==> src/common/dacc_pkg.sv <==
// Shared constants for the dual converter channel configuration block.
// Assumes 16-bit configuration words placed in the low half of a 32-bit bus word.
package dacc_pkg;

    // ==================================================================
    // Register map
    localparam int DACC_DATA_W = 16;
    localparam int DACC_BUS_W = 32;
    localparam int DACC_NREG = 5;
    localparam int DACC_IDX_W = 6;
    localparam int DACC_R_CLOCK = 0;
    localparam int DACC_R_GAIN = 1;
    localparam int DACC_R_CHOP = 2;
    localparam int DACC_R_ROUTE0 = 3;
    localparam int DACC_R_ROUTE1 = 4;
    // Register indices; the byte address is four times the index
    localparam logic [5:0] DACC_IDX [DACC_NREG] = '{6'h03, 6'h04, 6'h06, 6'h09, 6'h0e};
    localparam logic [15:0] DACC_RST [DACC_NREG] = '{16'h038e, 16'h0000, 16'h0600, 16'h0000,
                                                   16'h0000};
    // Bits that software may change; all others read as zero
    localparam logic [15:0] DACC_WMASK [DACC_NREG] = '{16'h03ff, 16'hffff, 16'hffff, 16'hffc7,
                                                     16'hffc7};

    // ==================================================================
    // Field layout
    localparam int DACC_SECOND_EN_BIT = 9;
    localparam int DACC_FIRST_EN_BIT = 8;
    localparam int DACC_CLK_SEL_BIT = 7;
    localparam int DACC_OSR_LSB = 2;
    localparam int DACC_OSR_W = 3;
    localparam int DACC_PWR_LSB = 0;
    localparam int DACC_PWR_W = 2;
    localparam int DACC_PWR_HIRES_BIT = 1;
    localparam int DACC_GAIN1_LSB = 4;
    localparam int DACC_GAIN0_LSB = 0;
    localparam int DACC_GAIN_W = 3;
    localparam int DACC_DLY_LSB = 9;
    localparam int DACC_DLY_CODE_W = 4;
    localparam int DACC_CHOP_EN_BIT = 8;
    localparam int DACC_ROUTE_LSB = 0;
    localparam int DACC_ROUTE_W = 2;

    // ==================================================================
    // Decoded values and timing
    localparam logic [14:0] DACC_OSR_BASE = 15'h0080;
    localparam logic [7:0] DACC_GAIN_BASE = 8'h01;
    localparam int DACC_DLY_W = 14;
    localparam logic [13:0] DACC_DLY_BASE = 14'h0002;
    localparam logic [3:0] DACC_DLY_MAX_CODE = 4'hc;

    typedef enum logic [0:0] {
        DACC_ST_IDLE = 1'b0,
        DACC_ST_WAIT = 1'b1
    } dacc_settle_state_t;

endpackage

==> src/common/dacc_settle_if.sv <==
// Carrier between the register block and its chop settle timer.
// Assumes both ends sit on the same clock.
`timescale 1ns/100ps
`default_nettype none

interface dacc_settle_if;
    logic start;
    logic chop_on;
    logic [3:0] delay_code;
    logic busy;
    logic done;

    modport ctrl (output start, output chop_on, output delay_code, input busy, input done);
    modport timer (input start, input chop_on, input delay_code, output busy, output done);
endinterface

`default_nettype wire

==> src/hdl/dacc_settle_timer.sv <==
// Chop settle timer: delays each measurement start by the selected period count while chop is on; with chop off it passes the start through.
// Assumes one clk cycle equals one modulator clock period.
`timescale 1ns/100ps
`default_nettype none

module dacc_settle_timer
    import dacc_pkg::*;
(
    input wire logic clk,
    input wire logic resetn,
    dacc_settle_if.timer bus
);

    // ==================================================================
    // Decode
    dacc_settle_state_t state_reg;
    dacc_settle_state_t state_next;
    logic [DACC_DLY_W-1:0] cnt_reg;
    logic [DACC_DLY_W-1:0] cnt_next;
    logic done_reg;
    logic [3:0] code_clamped;
    logic [DACC_DLY_W-1:0] load_val;
    logic accept;
    logic cnt_zero;

    // Codes past the last documented step hold at the longest delay
    assign code_clamped = (bus.delay_code > DACC_DLY_MAX_CODE) ? DACC_DLY_MAX_CODE : bus.delay_code;
    assign load_val = DACC_DLY_W'((DACC_DLY_BASE << code_clamped) - 14'h0001);
    assign accept = bus.start && (state_reg == DACC_ST_IDLE);
    assign cnt_zero = (cnt_reg == '0);
    assign bus.busy = (state_reg == DACC_ST_WAIT);
    assign bus.done = done_reg;

    // Next state
    always_comb
    begin
        state_next = state_reg;
        case (state_reg)
            DACC_ST_IDLE: if (accept && bus.chop_on) state_next = DACC_ST_WAIT;
            DACC_ST_WAIT: if (cnt_zero) state_next = DACC_ST_IDLE;
            default: state_next = DACC_ST_IDLE;
        endcase
    end

    assign cnt_next = accept ? load_val : (bus.busy ? cnt_reg - 14'h0001 : cnt_reg);

    // Registers
    always_ff @(posedge clk or negedge resetn)
    begin
        if (!resetn)
        begin
            state_reg <= DACC_ST_IDLE;
            cnt_reg <= '0;
            done_reg <= 1'b0;
        end
        else
        begin
            state_reg <= state_next;
            cnt_reg <= cnt_next;
            done_reg <= (accept && !bus.chop_on) || (bus.busy && cnt_zero);
        end
    end

    // ==================================================================
    // Checks
    logic [16:0] waited_reg;
    logic [16:0] expect_reg;

    // Helper: cycles spent waiting against the count latched at start
    always_ff @(posedge clk or negedge resetn)
    begin
        if (!resetn)
        begin
            waited_reg <= '0;
            expect_reg <= '0;
        end
        else
        begin
            waited_reg <= accept ? 17'h0_0000 : (bus.busy ? waited_reg + 17'h0_0001 : waited_reg);
            expect_reg <= accept ? 17'({3'b000, load_val} + 17'h0_0001) : expect_reg;
        end
    end
endmodule

`default_nettype wire

==> src/hdl/dacc_cfg_top.sv <==
// Configuration register set of a two-channel delta-sigma converter on Avalon-MM.
// Assumes a single clk, the modulator-derived clock, and one master on the bus.
//
// Functional notes
// Bit 9 enables second converter, resets on
// Bit 8 enables first converter, resets on
// Bit 7 picks external or internal clock
// Oversampling ratio is 128 shifted by code
// Power mode code; upper codes mean high resolution
// Gain bits 6:4 set second gain
// Gain bits 2:0 set first gain
// Chop waits selected doubling period count
// Chop setup bit 8 turns chop on
// First route bits 1:0 select input
// Second route bits 1:0 select input
// Clock setup register sits at index 03h
// Writes touch writable bits; reserved read zero
`timescale 1ns/100ps
`default_nettype none

module dacc_cfg_top
    import dacc_pkg::*;
#(
    parameter int ADDR_W = 8
)
(
    input wire logic clk,
    input wire logic resetn,
    input wire logic [ADDR_W-1:0] address,
    input wire logic [3:0] byteenable,
    input wire logic read,
    input wire logic write,
    input wire logic [DACC_BUS_W-1:0] writedata,
    output logic [DACC_BUS_W-1:0] readdata,
    output logic waitrequest,
    input wire logic meas_request,
    output logic meas_start,
    output logic settle_busy,
    output logic second_conv_enable,
    output logic first_conv_enable,
    output logic ext_clock_select,
    output logic [DACC_OSR_W-1:0] oversample_ratio_code,
    output logic [14:0] oversample_ratio,
    output logic [DACC_PWR_W-1:0] power_level_code,
    output logic high_res_mode,
    output logic [DACC_GAIN_W-1:0] second_amp_gain_code,
    output logic [DACC_GAIN_W-1:0] first_amp_gain_code,
    output logic [7:0] second_amp_gain,
    output logic [7:0] first_amp_gain,
    output logic chop_enable,
    output logic [DACC_DLY_CODE_W-1:0] chop_settle_delay_code,
    output logic [DACC_ROUTE_W-1:0] first_input_route_code,
    output logic [DACC_ROUTE_W-1:0] second_input_route_code
);

    // ==================================================================
    // Elaboration checks
    if (ADDR_W < DACC_IDX_W + 2)
    begin : g_addr_check
        $error("address too narrow for the register map");
    end

    // ==================================================================
    // Bus handshake
    logic ack_reg;
    logic ack_next;
    logic req;
    logic wr_fire;
    logic rd_capture;
    logic addr_ok;
    logic [ADDR_W-3:0] word_addr;
    logic [DACC_DATA_W-1:0] be_mask;
    logic [DACC_NREG-1:0] hit;
    logic [DACC_DATA_W-1:0] rd_word;
    logic [DACC_BUS_W-1:0] readdata_reg;
    logic [DACC_DATA_W-1:0] cfg_reg [DACC_NREG];
    logic [DACC_DATA_W-1:0] cfg_next [DACC_NREG];
    logic [DACC_DATA_W-1:0] rd_part [DACC_NREG];

    // One wait cycle per request; the write lands on the acknowledging edge
    assign req = read || write;
    assign ack_next = req && !ack_reg;
    assign waitrequest = req && !ack_reg;
    assign wr_fire = write && ack_reg;
    assign rd_capture = read && !ack_reg;
    assign readdata = readdata_reg;

    // Address decode: word aligned byte addresses only
    assign word_addr = address[ADDR_W-1:2];
    assign addr_ok = (address[1:0] == 2'b00);
    assign be_mask = {{8{byteenable[1]}}, {8{byteenable[0]}}};

    always_ff @(posedge clk or negedge resetn)
    begin
        if (!resetn)
            ack_reg <= 1'b0;
        else
            ack_reg <= ack_next;
    end

    // ==================================================================
    // Register storage, one entry per configuration word
    for (genvar i = 0; i < DACC_NREG; i++)
    begin : g_reg
        assign hit[i] = addr_ok && (word_addr == (ADDR_W-2)'(DACC_IDX[i]));
        // Only writable bits in enabled lanes change
        assign cfg_next[i] = (cfg_reg[i] & ~(DACC_WMASK[i] & be_mask))
            | (writedata[DACC_DATA_W-1:0] & DACC_WMASK[i] & be_mask);
        assign rd_part[i] = hit[i] ? (cfg_reg[i] & DACC_WMASK[i]) : '0;

        always_ff @(posedge clk or negedge resetn)
        begin
            if (!resetn)
                cfg_reg[i] <= DACC_RST[i];
            else if (wr_fire && hit[i])
                cfg_reg[i] <= cfg_next[i];
        end
    end

    // Read mux; unmapped addresses read as zero
    always_comb
    begin
        rd_word = '0;
        for (int k = 0; k < DACC_NREG; k++)
            rd_word = rd_word | rd_part[k];
    end

    always_ff @(posedge clk or negedge resetn)
    begin
        if (!resetn)
            readdata_reg <= '0;
        else if (rd_capture)
            readdata_reg <= {{(DACC_BUS_W-DACC_DATA_W){1'b0}}, rd_word};
    end

    // ==================================================================
    // Field outputs
    assign second_conv_enable = cfg_reg[DACC_R_CLOCK][DACC_SECOND_EN_BIT];
    assign first_conv_enable = cfg_reg[DACC_R_CLOCK][DACC_FIRST_EN_BIT];
    assign ext_clock_select = cfg_reg[DACC_R_CLOCK][DACC_CLK_SEL_BIT];
    assign oversample_ratio_code = cfg_reg[DACC_R_CLOCK][DACC_OSR_LSB +: DACC_OSR_W];
    assign power_level_code = cfg_reg[DACC_R_CLOCK][DACC_PWR_LSB +: DACC_PWR_W];
    assign second_amp_gain_code = cfg_reg[DACC_R_GAIN][DACC_GAIN1_LSB +: DACC_GAIN_W];
    assign first_amp_gain_code = cfg_reg[DACC_R_GAIN][DACC_GAIN0_LSB +: DACC_GAIN_W];
    assign chop_enable = cfg_reg[DACC_R_CHOP][DACC_CHOP_EN_BIT];
    assign chop_settle_delay_code = cfg_reg[DACC_R_CHOP][DACC_DLY_LSB +: DACC_DLY_CODE_W];
    assign first_input_route_code = cfg_reg[DACC_R_ROUTE0][DACC_ROUTE_LSB +: DACC_ROUTE_W];
    assign second_input_route_code = cfg_reg[DACC_R_ROUTE1][DACC_ROUTE_LSB +: DACC_ROUTE_W];

    // Decoded ratio, gains and power mode, registered
    always_ff @(posedge clk or negedge resetn)
    begin
        if (!resetn)
        begin
            // Decoded copies start from the documented field defaults
            oversample_ratio <= DACC_OSR_BASE << DACC_RST[DACC_R_CLOCK][DACC_OSR_LSB +: DACC_OSR_W];
            high_res_mode <= DACC_RST[DACC_R_CLOCK][DACC_PWR_HIRES_BIT];
            second_amp_gain <= DACC_GAIN_BASE;
            first_amp_gain <= DACC_GAIN_BASE;
        end
        else
        begin
            oversample_ratio <= DACC_OSR_BASE << oversample_ratio_code;
            high_res_mode <= power_level_code[DACC_PWR_HIRES_BIT];
            second_amp_gain <= DACC_GAIN_BASE << second_amp_gain_code;
            first_amp_gain <= DACC_GAIN_BASE << first_amp_gain_code;
        end
    end

    // ==================================================================
    // Chop settle timer
    dacc_settle_if settle_bus ();

    assign settle_bus.start = meas_request;
    assign settle_bus.chop_on = chop_enable;
    assign settle_bus.delay_code = chop_settle_delay_code;
    assign meas_start = settle_bus.done;
    assign settle_busy = settle_bus.busy;

    dacc_settle_timer u_settle (
        .clk(clk),
        .resetn(resetn),
        .bus(settle_bus)
    );

    // ==================================================================
    // Checks
    logic wr_clock;
    logic wr_gain;
    logic wr_route0;
    logic wr_route1;
    logic rd_done;

    assign wr_clock = wr_fire && hit[DACC_R_CLOCK];
    assign wr_gain = wr_fire && hit[DACC_R_GAIN];
    assign wr_route0 = wr_fire && hit[DACC_R_ROUTE0];
    assign wr_route1 = wr_fire && hit[DACC_R_ROUTE1];
    assign rd_done = read && !waitrequest;
endmodule

`default_nettype wire

==> config.mk <==
export PLATFORM = sky130hd
export DESIGN_NAME = dacc_cfg_top
export DESIGN_NICKNAME = d
export VERILOG_FILES = /design/src/common/dacc_pkg.sv /design/src/common/dacc_settle_if.sv /design/src/hdl/dacc_settle_timer.sv /design/src/hdl/dacc_cfg_top.sv
export SDC_FILE = /design/constraint.sdc
export NUM_CORES = 1
export LEC_CHECK = 0
export ABC_AREA = 1
export BUFFER_PORTS_ARGS = -buffer_cell sky130_fd_sc_hd__buf_4
export CAP_MARGIN = 10
export CORE_ASPECT_RATIO = 1.4
export CORE_MARGIN = 3
export CORE_UTILIZATION = 25
export CTS_CLUSTER_SIZE = 12
export DETAILED_ROUTE_END_ITERATION = 8
export PLACE_DENSITY_LB_ADDON = 0.05
export SLEW_MARGIN = 20
export SYNTH_ARGS = -nofsm -noshare
export SYNTH_HDL_FRONTEND = slang
export SYNTH_SLANG_ARGS = --single-unit
==> constraint.sdc <==
create_clock -name clk -period 2.45 [get_ports clk]
set_input_delay 0.3675 -clock clk [delete_from_list [all_inputs] [get_ports clk]]
set_output_delay 0.3675 -clock clk [all_outputs]
set_load 0.02 [all_outputs]
Word-level counts from Yosys, hierarchy flattened
Cells that the tools add are included.
W data, S select, Z words.
Storage, ports and cells
  register bits after elaboration: 145
  input bits: 49
  output and inout port bits: 90
  logic and storage cells: 82
Cells by class
  $add $sub $neg: 2
  magnitude comparators: 1
  eq/ne operators: 5
  shift operators: 4
  multiplexer cells: 11
  bitwise logic cells: 21
  reduce and logical (&&, ||, !) cells: 24
Operators with widths (number)
  $or A16 B16 Y16: 8
  $and A16 B16 Y16: 7
  $mux W16: 4
  $not A16 Y16: 2
  $mux W14: 2
  $sub A14 B1 Y14 const B: 2
  $logic_and A1 B1 Y1: 17
  $and A10 B16 Y16: 1
  $not A10 Y16: 1
  $or A10 B16 Y16: 1
  $shl A1 B3 Y8 const A: 2
  $shl A8 B3 Y15 const A: 1
  $logic_not A14 Y1: 1
  $shl A2 B4 Y14 const A: 1
  $eq A6 B3 Y1 const B: 2
  $eq A6 B4 Y1 const B: 2
  $mux W10: 1
  $eq A6 B2 Y1 const B: 1
  $gt A4 B4 Y1 const B: 1
  $mux W4: 1
  $logic_not A1 Y1: 2
  $logic_not A2 Y1: 1
  $logic_or A1 B1 Y1: 2
  $mux W1: 2
  other kinds (3): 3

Depth between registers and ports, before layout
Gate-level depths: netlist (run 1).
  word-level depth: 7
  depth in mapped cells: 12
  mapped depth without buffers: 12

Hierarchy
A second synthesis (run 1) with hierarchy kept.
Second synthesis, totals
  cell total of the unflattened synthesis: 774
  area, all modules: 6631.4 sq um
Modules (own cells, without submodules)
  dacc_cfg_top: instances 1, cells an instance 558, area each 5203.7 sq um
  dacc_settle_timer: instances 1, cells an instance 216, area each 1427.6 sq um

Worst setup path after synthesis (run 1)
OpenSTA, ideal clock, no wires.
  path kind: register to register
  start point: register (tool-made name)
  end point: register u_settle.cnt_reg[10]
  arrival time: 1716 ps
  required time: 2332 ps
  path slack: 616 ps
  stages on the path, launching flop included: 12
  buffers on the path: 1
  clock period less this slack: 1834 ps
  path through: dfstp_2 > clkbuf_2 > inv_1 > nand3_1 > nor2_1 > nor2_2 > ha_1 > nand3_1 > nor2_4 > nand4_1 > nand3_1 > nand2_1
RTL lines
  to (signal assigned): RTL line dacc_settle_timer.sv:59  | cnt_reg <= cnt_next;
  to (decl): RTL line dacc_settle_timer.sv:18  | logic [DACC_DLY_W-1:0] cnt_reg;

==> metrics.md, run 1 <==
| Metric | Value |
|---|---|
| Outcome | completed |
| Critical-path maximum fanout | 9 |
| Nets | 883 |
| Tmin final | 2.05 ns |
| # Max-Cap Violations | 0 |
| Global placement routability congestion | 0.823 |
| Drt first-iter violations | 279 |
| GRT overflow | 0 |
| CTS root buffer | clkbuf_16 |
| Min Hold Slack | 0.147 ns |
| Synth cell types | 38 |
| Core ar. | 24100 µm² |
| Most numerous cell in the Yosys netlist | nand2_1 |
| Gate power share | 0.212 |
| Die Y-Extent | 191 µm |
| Post-synth top flop | dfrtp_1 |
| Clk slew on worst S/H paths | 0.06 ns |
| Critical path arrival | 2.36 ns |
| Initial antenna violation count | 0 |
| Drt via density | 4.31 |
| Tcrit/Tclk final | 0.836 |
| Total power | 6.39 mW |
| Post-synth ARST share | 1.00 |
| Worst Reg-to-Reg Cells | 10 |
| Worst slew pin tran | 0.694 ns |
| Leakage | 3.72 nW |
| Synthesis warning total | 0 |
| CTS tree | done |
| Netlist Area Pre-Place | 6130 µm² |
| Worst Hold Depth | 3 |
| Slew HR | 0.537 |
| Final Setup Violations | 0 |
| Max Clock Skew | 0.0107 ns |
| Min-Delay Path Class | input pin to flip-flop |
| I/O Pins | 139 |
| Top cells by count, synth | nand2_1 (168), dfrtp_1 (114), inv_1 (76), nor2_1 (72), o21ai_0 (46) |
| DR DRC count | 0 |
| Clk pwr share | 0.412 |
| Yosys reg bits | 126 |
| Die area | 26400 µm² |
| Total track usage | 0.144 |
| Number of global-route vias before repair | 5064 |
| RSZ-0062 raised after global routing | no |
| Final-report hold violation count | 0 |
| ANT cells | 0 |
| Largest net degree at the start of global routing | 40 |
| Post-Synthesis Cells | 735 |
| Worst-Skew Late Latency | 0.42 ns |
| Core Util, Final | 0.320 |
| Share of the synthesized area in the top cell type | 0.466 |
| Cell internal pwr | 4.40 mW |
| Port Buf Inserts | 97 |
| PostCTS Resize Cnt | 0 |
| Post-synth EDFFs | 0 |
| Sequential area share after synthesis | 0.517 |
| CP Data Required Time | 2.76 ns |
| Row count | 67 |
| Pwr Density | 830 nW/µm² |
| CTS sink count | 126 |
| Final wirelength | 18.6 mm |
| Share of post-route cells with drive strength above 1 | 0.236 |
| Wirelength per Cell | 16.1 µm |
| Top cell type by total area after synthesis | dfrtp_1 |
| Global-route wire length before repair | 29.1 mm |
| Via count | 4986 |
| CP Capture Type | flip-flop |
| NetSw | 1.99 mW |
| CP Launch Type | flip-flop |
| Number of H-tree levels | 4 |
| Detail Route Antenna Nets | 0 |
| Share of total power in sequential cells | 0.376 |
| Chip width | 138 µm |
| TNS Setup | 0 ns |
| Syn_area_per_cell | 8.33 µm² |
| Initial Utilization | 0.255 |
| Peak supply drop | 0.496 mV |
| Max Slew Vio Count | 0 |
| Area Overhead vs Synth | 25.7% |
| Hpwl dp | 13.3 mm |
| CTS Buf Count | 17 |
| Clock tree buffer depth | 2 |
| WS Path Type | flip-flop to flip-flop |
| Max Freq | 0.488 GHz |
| Synth area leaders | dfrtp_1 (47%), nand2_1 (10%), buf_4 (5.3%) |
| DRT Pass-1 Iters | 4 |
| Sw frac | 0.311 |
[cells in the final DEF (no fill, tap or decap), types with 2 or more instances in the layout]
cell | synthesis | final
clkbuf_1 | 7 | 2
a31oi_1 | 4 | 4
nand4_1 | 5 | 5
nor3_1 | 25 | 25
a21oi_1 | 37 | 37
nand2_2 | 3 | 3
clkinvlp_4 | 0 | 2
conb_1 | 1 | 23
clkbuf_16 | 0 | 17
nor2_1 | 72 | 72
clkinv_2 | 0 | 3
o21ai_1 | 29 | 29
o221ai_1 | 3 | 3
nand3_1 | 26 | 26
a22oi_1 | 2 | 2
nand2_1 | 168 | 168
buf_12 | 0 | 2
nor3b_4 | 2 | 2
nor2_4 | 4 | 4
nor4_1 | 3 | 3
clkinv_4 | 0 | 2
dfstp_2 | 12 | 12
o211a_1 | 3 | 3
dfrtp_1 | 114 | 114
inv_1 | 76 | 76
o22ai_1 | 5 | 5
nand3_2 | 5 | 5
clkbuf_8 | 0 | 3
buf_4 | 43 | 113
o21ai_0 | 46 | 46
bufinv_16 | 0 | 3
nor2_2 | 9 | 9
inv_2 | 12 | 12
a21oi_2 | 2 | 2
[through the flow]
step | instance area (µm²) | instances | setup slack (ns)
after floorplan | 6210 | 757 | 0.616
after global placement | 7080 | 1123 | 0.399
after detailed placement | 7080 | 1123 | 0.386
after CTS | 7700 | 1156 | 0.390
after global routing | 7700 | 1156 | 0.205
final | 7700 | 1156 | 0.401
[cells by family (layout without fill, tap and decap cells)]
family,after synthesis,count (layout),share of synthesized area
buffers and inverters,147,236,0.120
AND/OR/NAND/NOR,327,327,0.242
other,1,23,0.000612
flip-flops,126,126,0.517
adder cells (fa/ha/maj),1,1,0.00204
AO/OA/AOI/OAI,133,133,0.118
[timing repair]
item / CTS / global route
hold endpoints to repair: 33 / 0
hold buffers: 1 / 0
buffers inserted: 0 / 0
[metal layers]
metal,GRT usage,routed length (µm),vias up
met3,0.0305,623,13
met4,0.0483,246,0
met5,0,0,-
met1,0.161,7560,2378
met2,0.271,10200,95
li1,-,-,2500
[path summary, 6_finish.rpt]
check,start,slack (ns),endpoint
max in group asynchronous,resetn,1.18,async pin
min in group asynchronous,resetn,0.49,u_settle.cnt_reg[9]
hold reg to reg,flip-flop,0.39,high_res_mode
setup / recovery,flip-flop,0.40,u_settle.cnt_reg[12]
setup reg to reg,flip-flop,0.40,u_settle.cnt_reg[12]
hold / removal,writedata[7],0.15,flip-flop
[power by group through the flow]
stage	clock network, mW	logic (mW)	registers, mW
finish	2.63	1.35	2.40
global route	2.82	1.53	2.43
CTS	2.74	1.37	2.41
detailed placement	0	1.36	2.44
global placement	0	1.37	2.44
floorplan	0	0.870	2.48
[layout make-up]
cell class / instances / area [µm²]
Fill cell: 2557 / 16400
Tap cell: 310 / 388
Clock buffer: 22 / 474
Multi-Input combinational cell: 484 / 2300
Inverter: 88 / 330
Clock inverter: 10 / 138
Timing Repair Buffer: 116 / 898
Sequential cell: 126 / 3170
[critical path, stage by stage, from the launching register on]
cell     delay, ns
dfstp_2       0.53
inv_2         0.07
nand3_1       0.16
nor2_1        0.09
nor2_2        0.14
ha_1          0.18
nand3_1       0.18
nor2_4        0.30
nand4_1       0.14
nand3_1       0.11
nand2_1       0.05
(Power assumes the default switching activity.)
==> inputs of run 2 (changes only) <==
clock period = 2.1 ns   (was 2.45 ns; I/O delays follow)
==> run 2 against run 1 <==
Effect of this change:
- utilization up 0.54 points
- count of clock-buffer cells in the layout did not move
- via count rose by 3.6%
- largest cell class unchanged
- critical endpoint unchanged
- routed wire length is 0.82% higher
==> metrics.md, run 2 (same netlist as run 1, synthesis figures left out) <==
| Metric | Value |
|---|---|
| Outcome | completed |
| Number of H-tree levels | 4 |
| CTS sink count | 126 |
| Area Overhead vs Synth | 27.8% |
| Grt peak-use layer | met2 |
| Drt via density | 4.41 |
| CP Launch Type | flip-flop |
| Placed Instances | 1137 |
| Post-Place Worst Slack | 0.211 ns |
| Met1 GRT Util | 0.164 |
| Row count | 67 |
| Total power | 7.47 mW |
| Critical-path maximum fanout | 9 |
| Post-CTS setup buffers | 0 |
| Hpwl dp | 13.8 mm |
| Layout fillers | 2579 |
| Cell Chain, Critical Path | inv_2, nand2_1, nor2_1, nor2_2, ha_1, nand3_1, nor2_4, nand4_1, nand3_1, nand2_1 |
| CTS Buf Count | 17 |
| Max Freq | 0.532 GHz |
| Die Y-Extent | 191 µm |
| Initial Utilization | 0.255 |
| RSZ-0062 raised after global routing | no |
| Met2 Track Usage GR | 0.268 |
| Wirelength per Cell | 16.0 µm |
| Crit path max-delay family | simple AND/OR/NAND/NOR gates |
| Worst-Skew Late Latency | 0.42 ns |
| Detail Route Antenna Nets | 0 |
| Clock tree buffer depth | 2 |
| Die area | 26400 µm² |
| Buf/Inv on CP | 1 |
| DRT Pass-1 Iters | 5 |
| Clk slew on worst S/H paths | 0.06 ns |
| Commonest non-fill, non-tap cells in the layout | nand2_1 (168), buf_4 (125), dfrtp_1 (114), inv_1 (76), nor2_1 (72) |
| Most common cell after layout, fill and taps aside | nand2_1 |
| WS Path Type | flip-flop to flip-flop |
| Initial antenna violation count | 0 |
| Final-report hold violation count | 0 |
| Fin worst setup slack | 0.222 ns |
| Core ar. | 24100 µm² |
| Final Setup Violations | 0 |
| Max Clock Skew | 0.00619 ns |
| Min Hold Slack | 0.0994 ns |
| Number of global-route vias before repair | 5256 |
| Largest net degree at the start of global routing | 45 |
| Final Cell Area | 7830 µm² |
| Tcrit/Tclk final | 0.894 |
| GRT overflow | 0 |
| Port Buf Inserts | 97 |
| TNS Setup | 0 ns |
| Critical path arrival | 2.19 ns |
| DR DRC count | 0 |
| CP Data Required Time | 2.41 ns |
| Peak supply drop | 0.558 mV |
| ANT cells | 0 |
| Global placement routability congestion | 0.891 |
| Via count | 5165 |
| CP Capture Type | flip-flop |
| Chip width | 138 µm |
| Drt first-iter violations | 275 |
| Core Util, Final | 0.325 |
| Tmin final | 1.88 ns |
| CP max stage delay | 0.49 ns |
| Nets | 897 |
| CTS tree | done |
| Finished Layout Cells | 1170 |
| Final wirelength | 18.8 mm |
| Share of post-route cells with drive strength above 1 | 0.248 |
| CTS root buffer | clkbuf_16 |
| Global-route wire length before repair | 29.5 mm |
| Pwr Density | 954 nW/µm² |
| DP Area | 7210 µm² |
| Max Slew Vio Count | 0 |
| Slew HR | 0.528 |
| Leakage | 3.79 nW |
| # Max-Cap Violations | 0 |
| I/O Pins | 139 |
| Worst slew pin tran | 0.707 ns |
| Min-Delay Path Class | input pin to flip-flop |
| Total track usage | 0.145 |
| Slowest CP cell | dfrtp_1 |
| GR Util met3 | 0.0335 |
[run 2: cell count changes in the layout (fill, tap and decap cells not counted)]
cell / before / now
buf_12: 2 / 4
buf_4: 113 / 125
clkbuf_1: 2 / 3
clkbuf_8: 3 / 2
nand2_4: 1 / 0
nand2_8: 0 / 1
[run 2: final timing paths]
path | from | endpoint | slack (ns) | depth (start not counted)
max | flip-flop | u_settle.cnt_reg[12] | 0.22 | 10
min | writedata[14] | flip-flop | 0.1 | 3
max reg2reg | flip-flop | u_settle.cnt_reg[12] | 0.22 | 10
min reg2reg | flip-flop | high_res_mode | 0.39 | 0
max in group asynchronous | resetn | first_amp_gain[0] | 0.93 | 3
min in group asynchronous | resetn | second_amp_gain[1] | 0.47 | 2
[run 2: layer usage]
layer	wire [µm]	vias up	part of all wire
met2	10100	123	0.54
met4	383	0	0.020
li1	-	2531	-
met5	0	-	0
met1	7600	2485	0.41
met3	702	26	0.037
[run 2: what timing repair did]
item / CTS / global route
hold buffers: 1 / 0
gates resized for setup: 0 / 1
endpoints found under the hold margin: 34 / 0
endpoints found under the setup margin: 0 / 1
[run 2: layout make-up]
type | instances | area, µm² | share of cell area
Sequential cell | 126 | 3170 | 0.405
Clock inverter | 10 | 138 | 0.0176
Clock buffer | 22 | 464 | 0.0593
Timing Repair Buffer | 130 | 1030 | 0.131
Multi-Input combinational cell | 484 | 2310 | 0.295
Tap cell | 310 | 388 | 0.0495
Inverter | 88 | 330 | 0.0422
[run 2: power breakdown]
group	internal, mW	switching [mW]	leakage (nW)
sequential	2.64	0.162	1.59
combinational	0.569	1.06	1.91
clock	1.93	1.11	0.290
[run 2: worst register-to-register path, cell delays in order, from the launching register on]
cell and delay (ns):
dfrtp_1 0.49, inv_2 0.10, nand2_1 0.14, nor2_1 0.07, nor2_2 0.11, ha_1 0.17, nand3_1 0.15, nor2_4 0.26
nand4_1 0.13, nand3_1 0.10, nand2_1 0.06
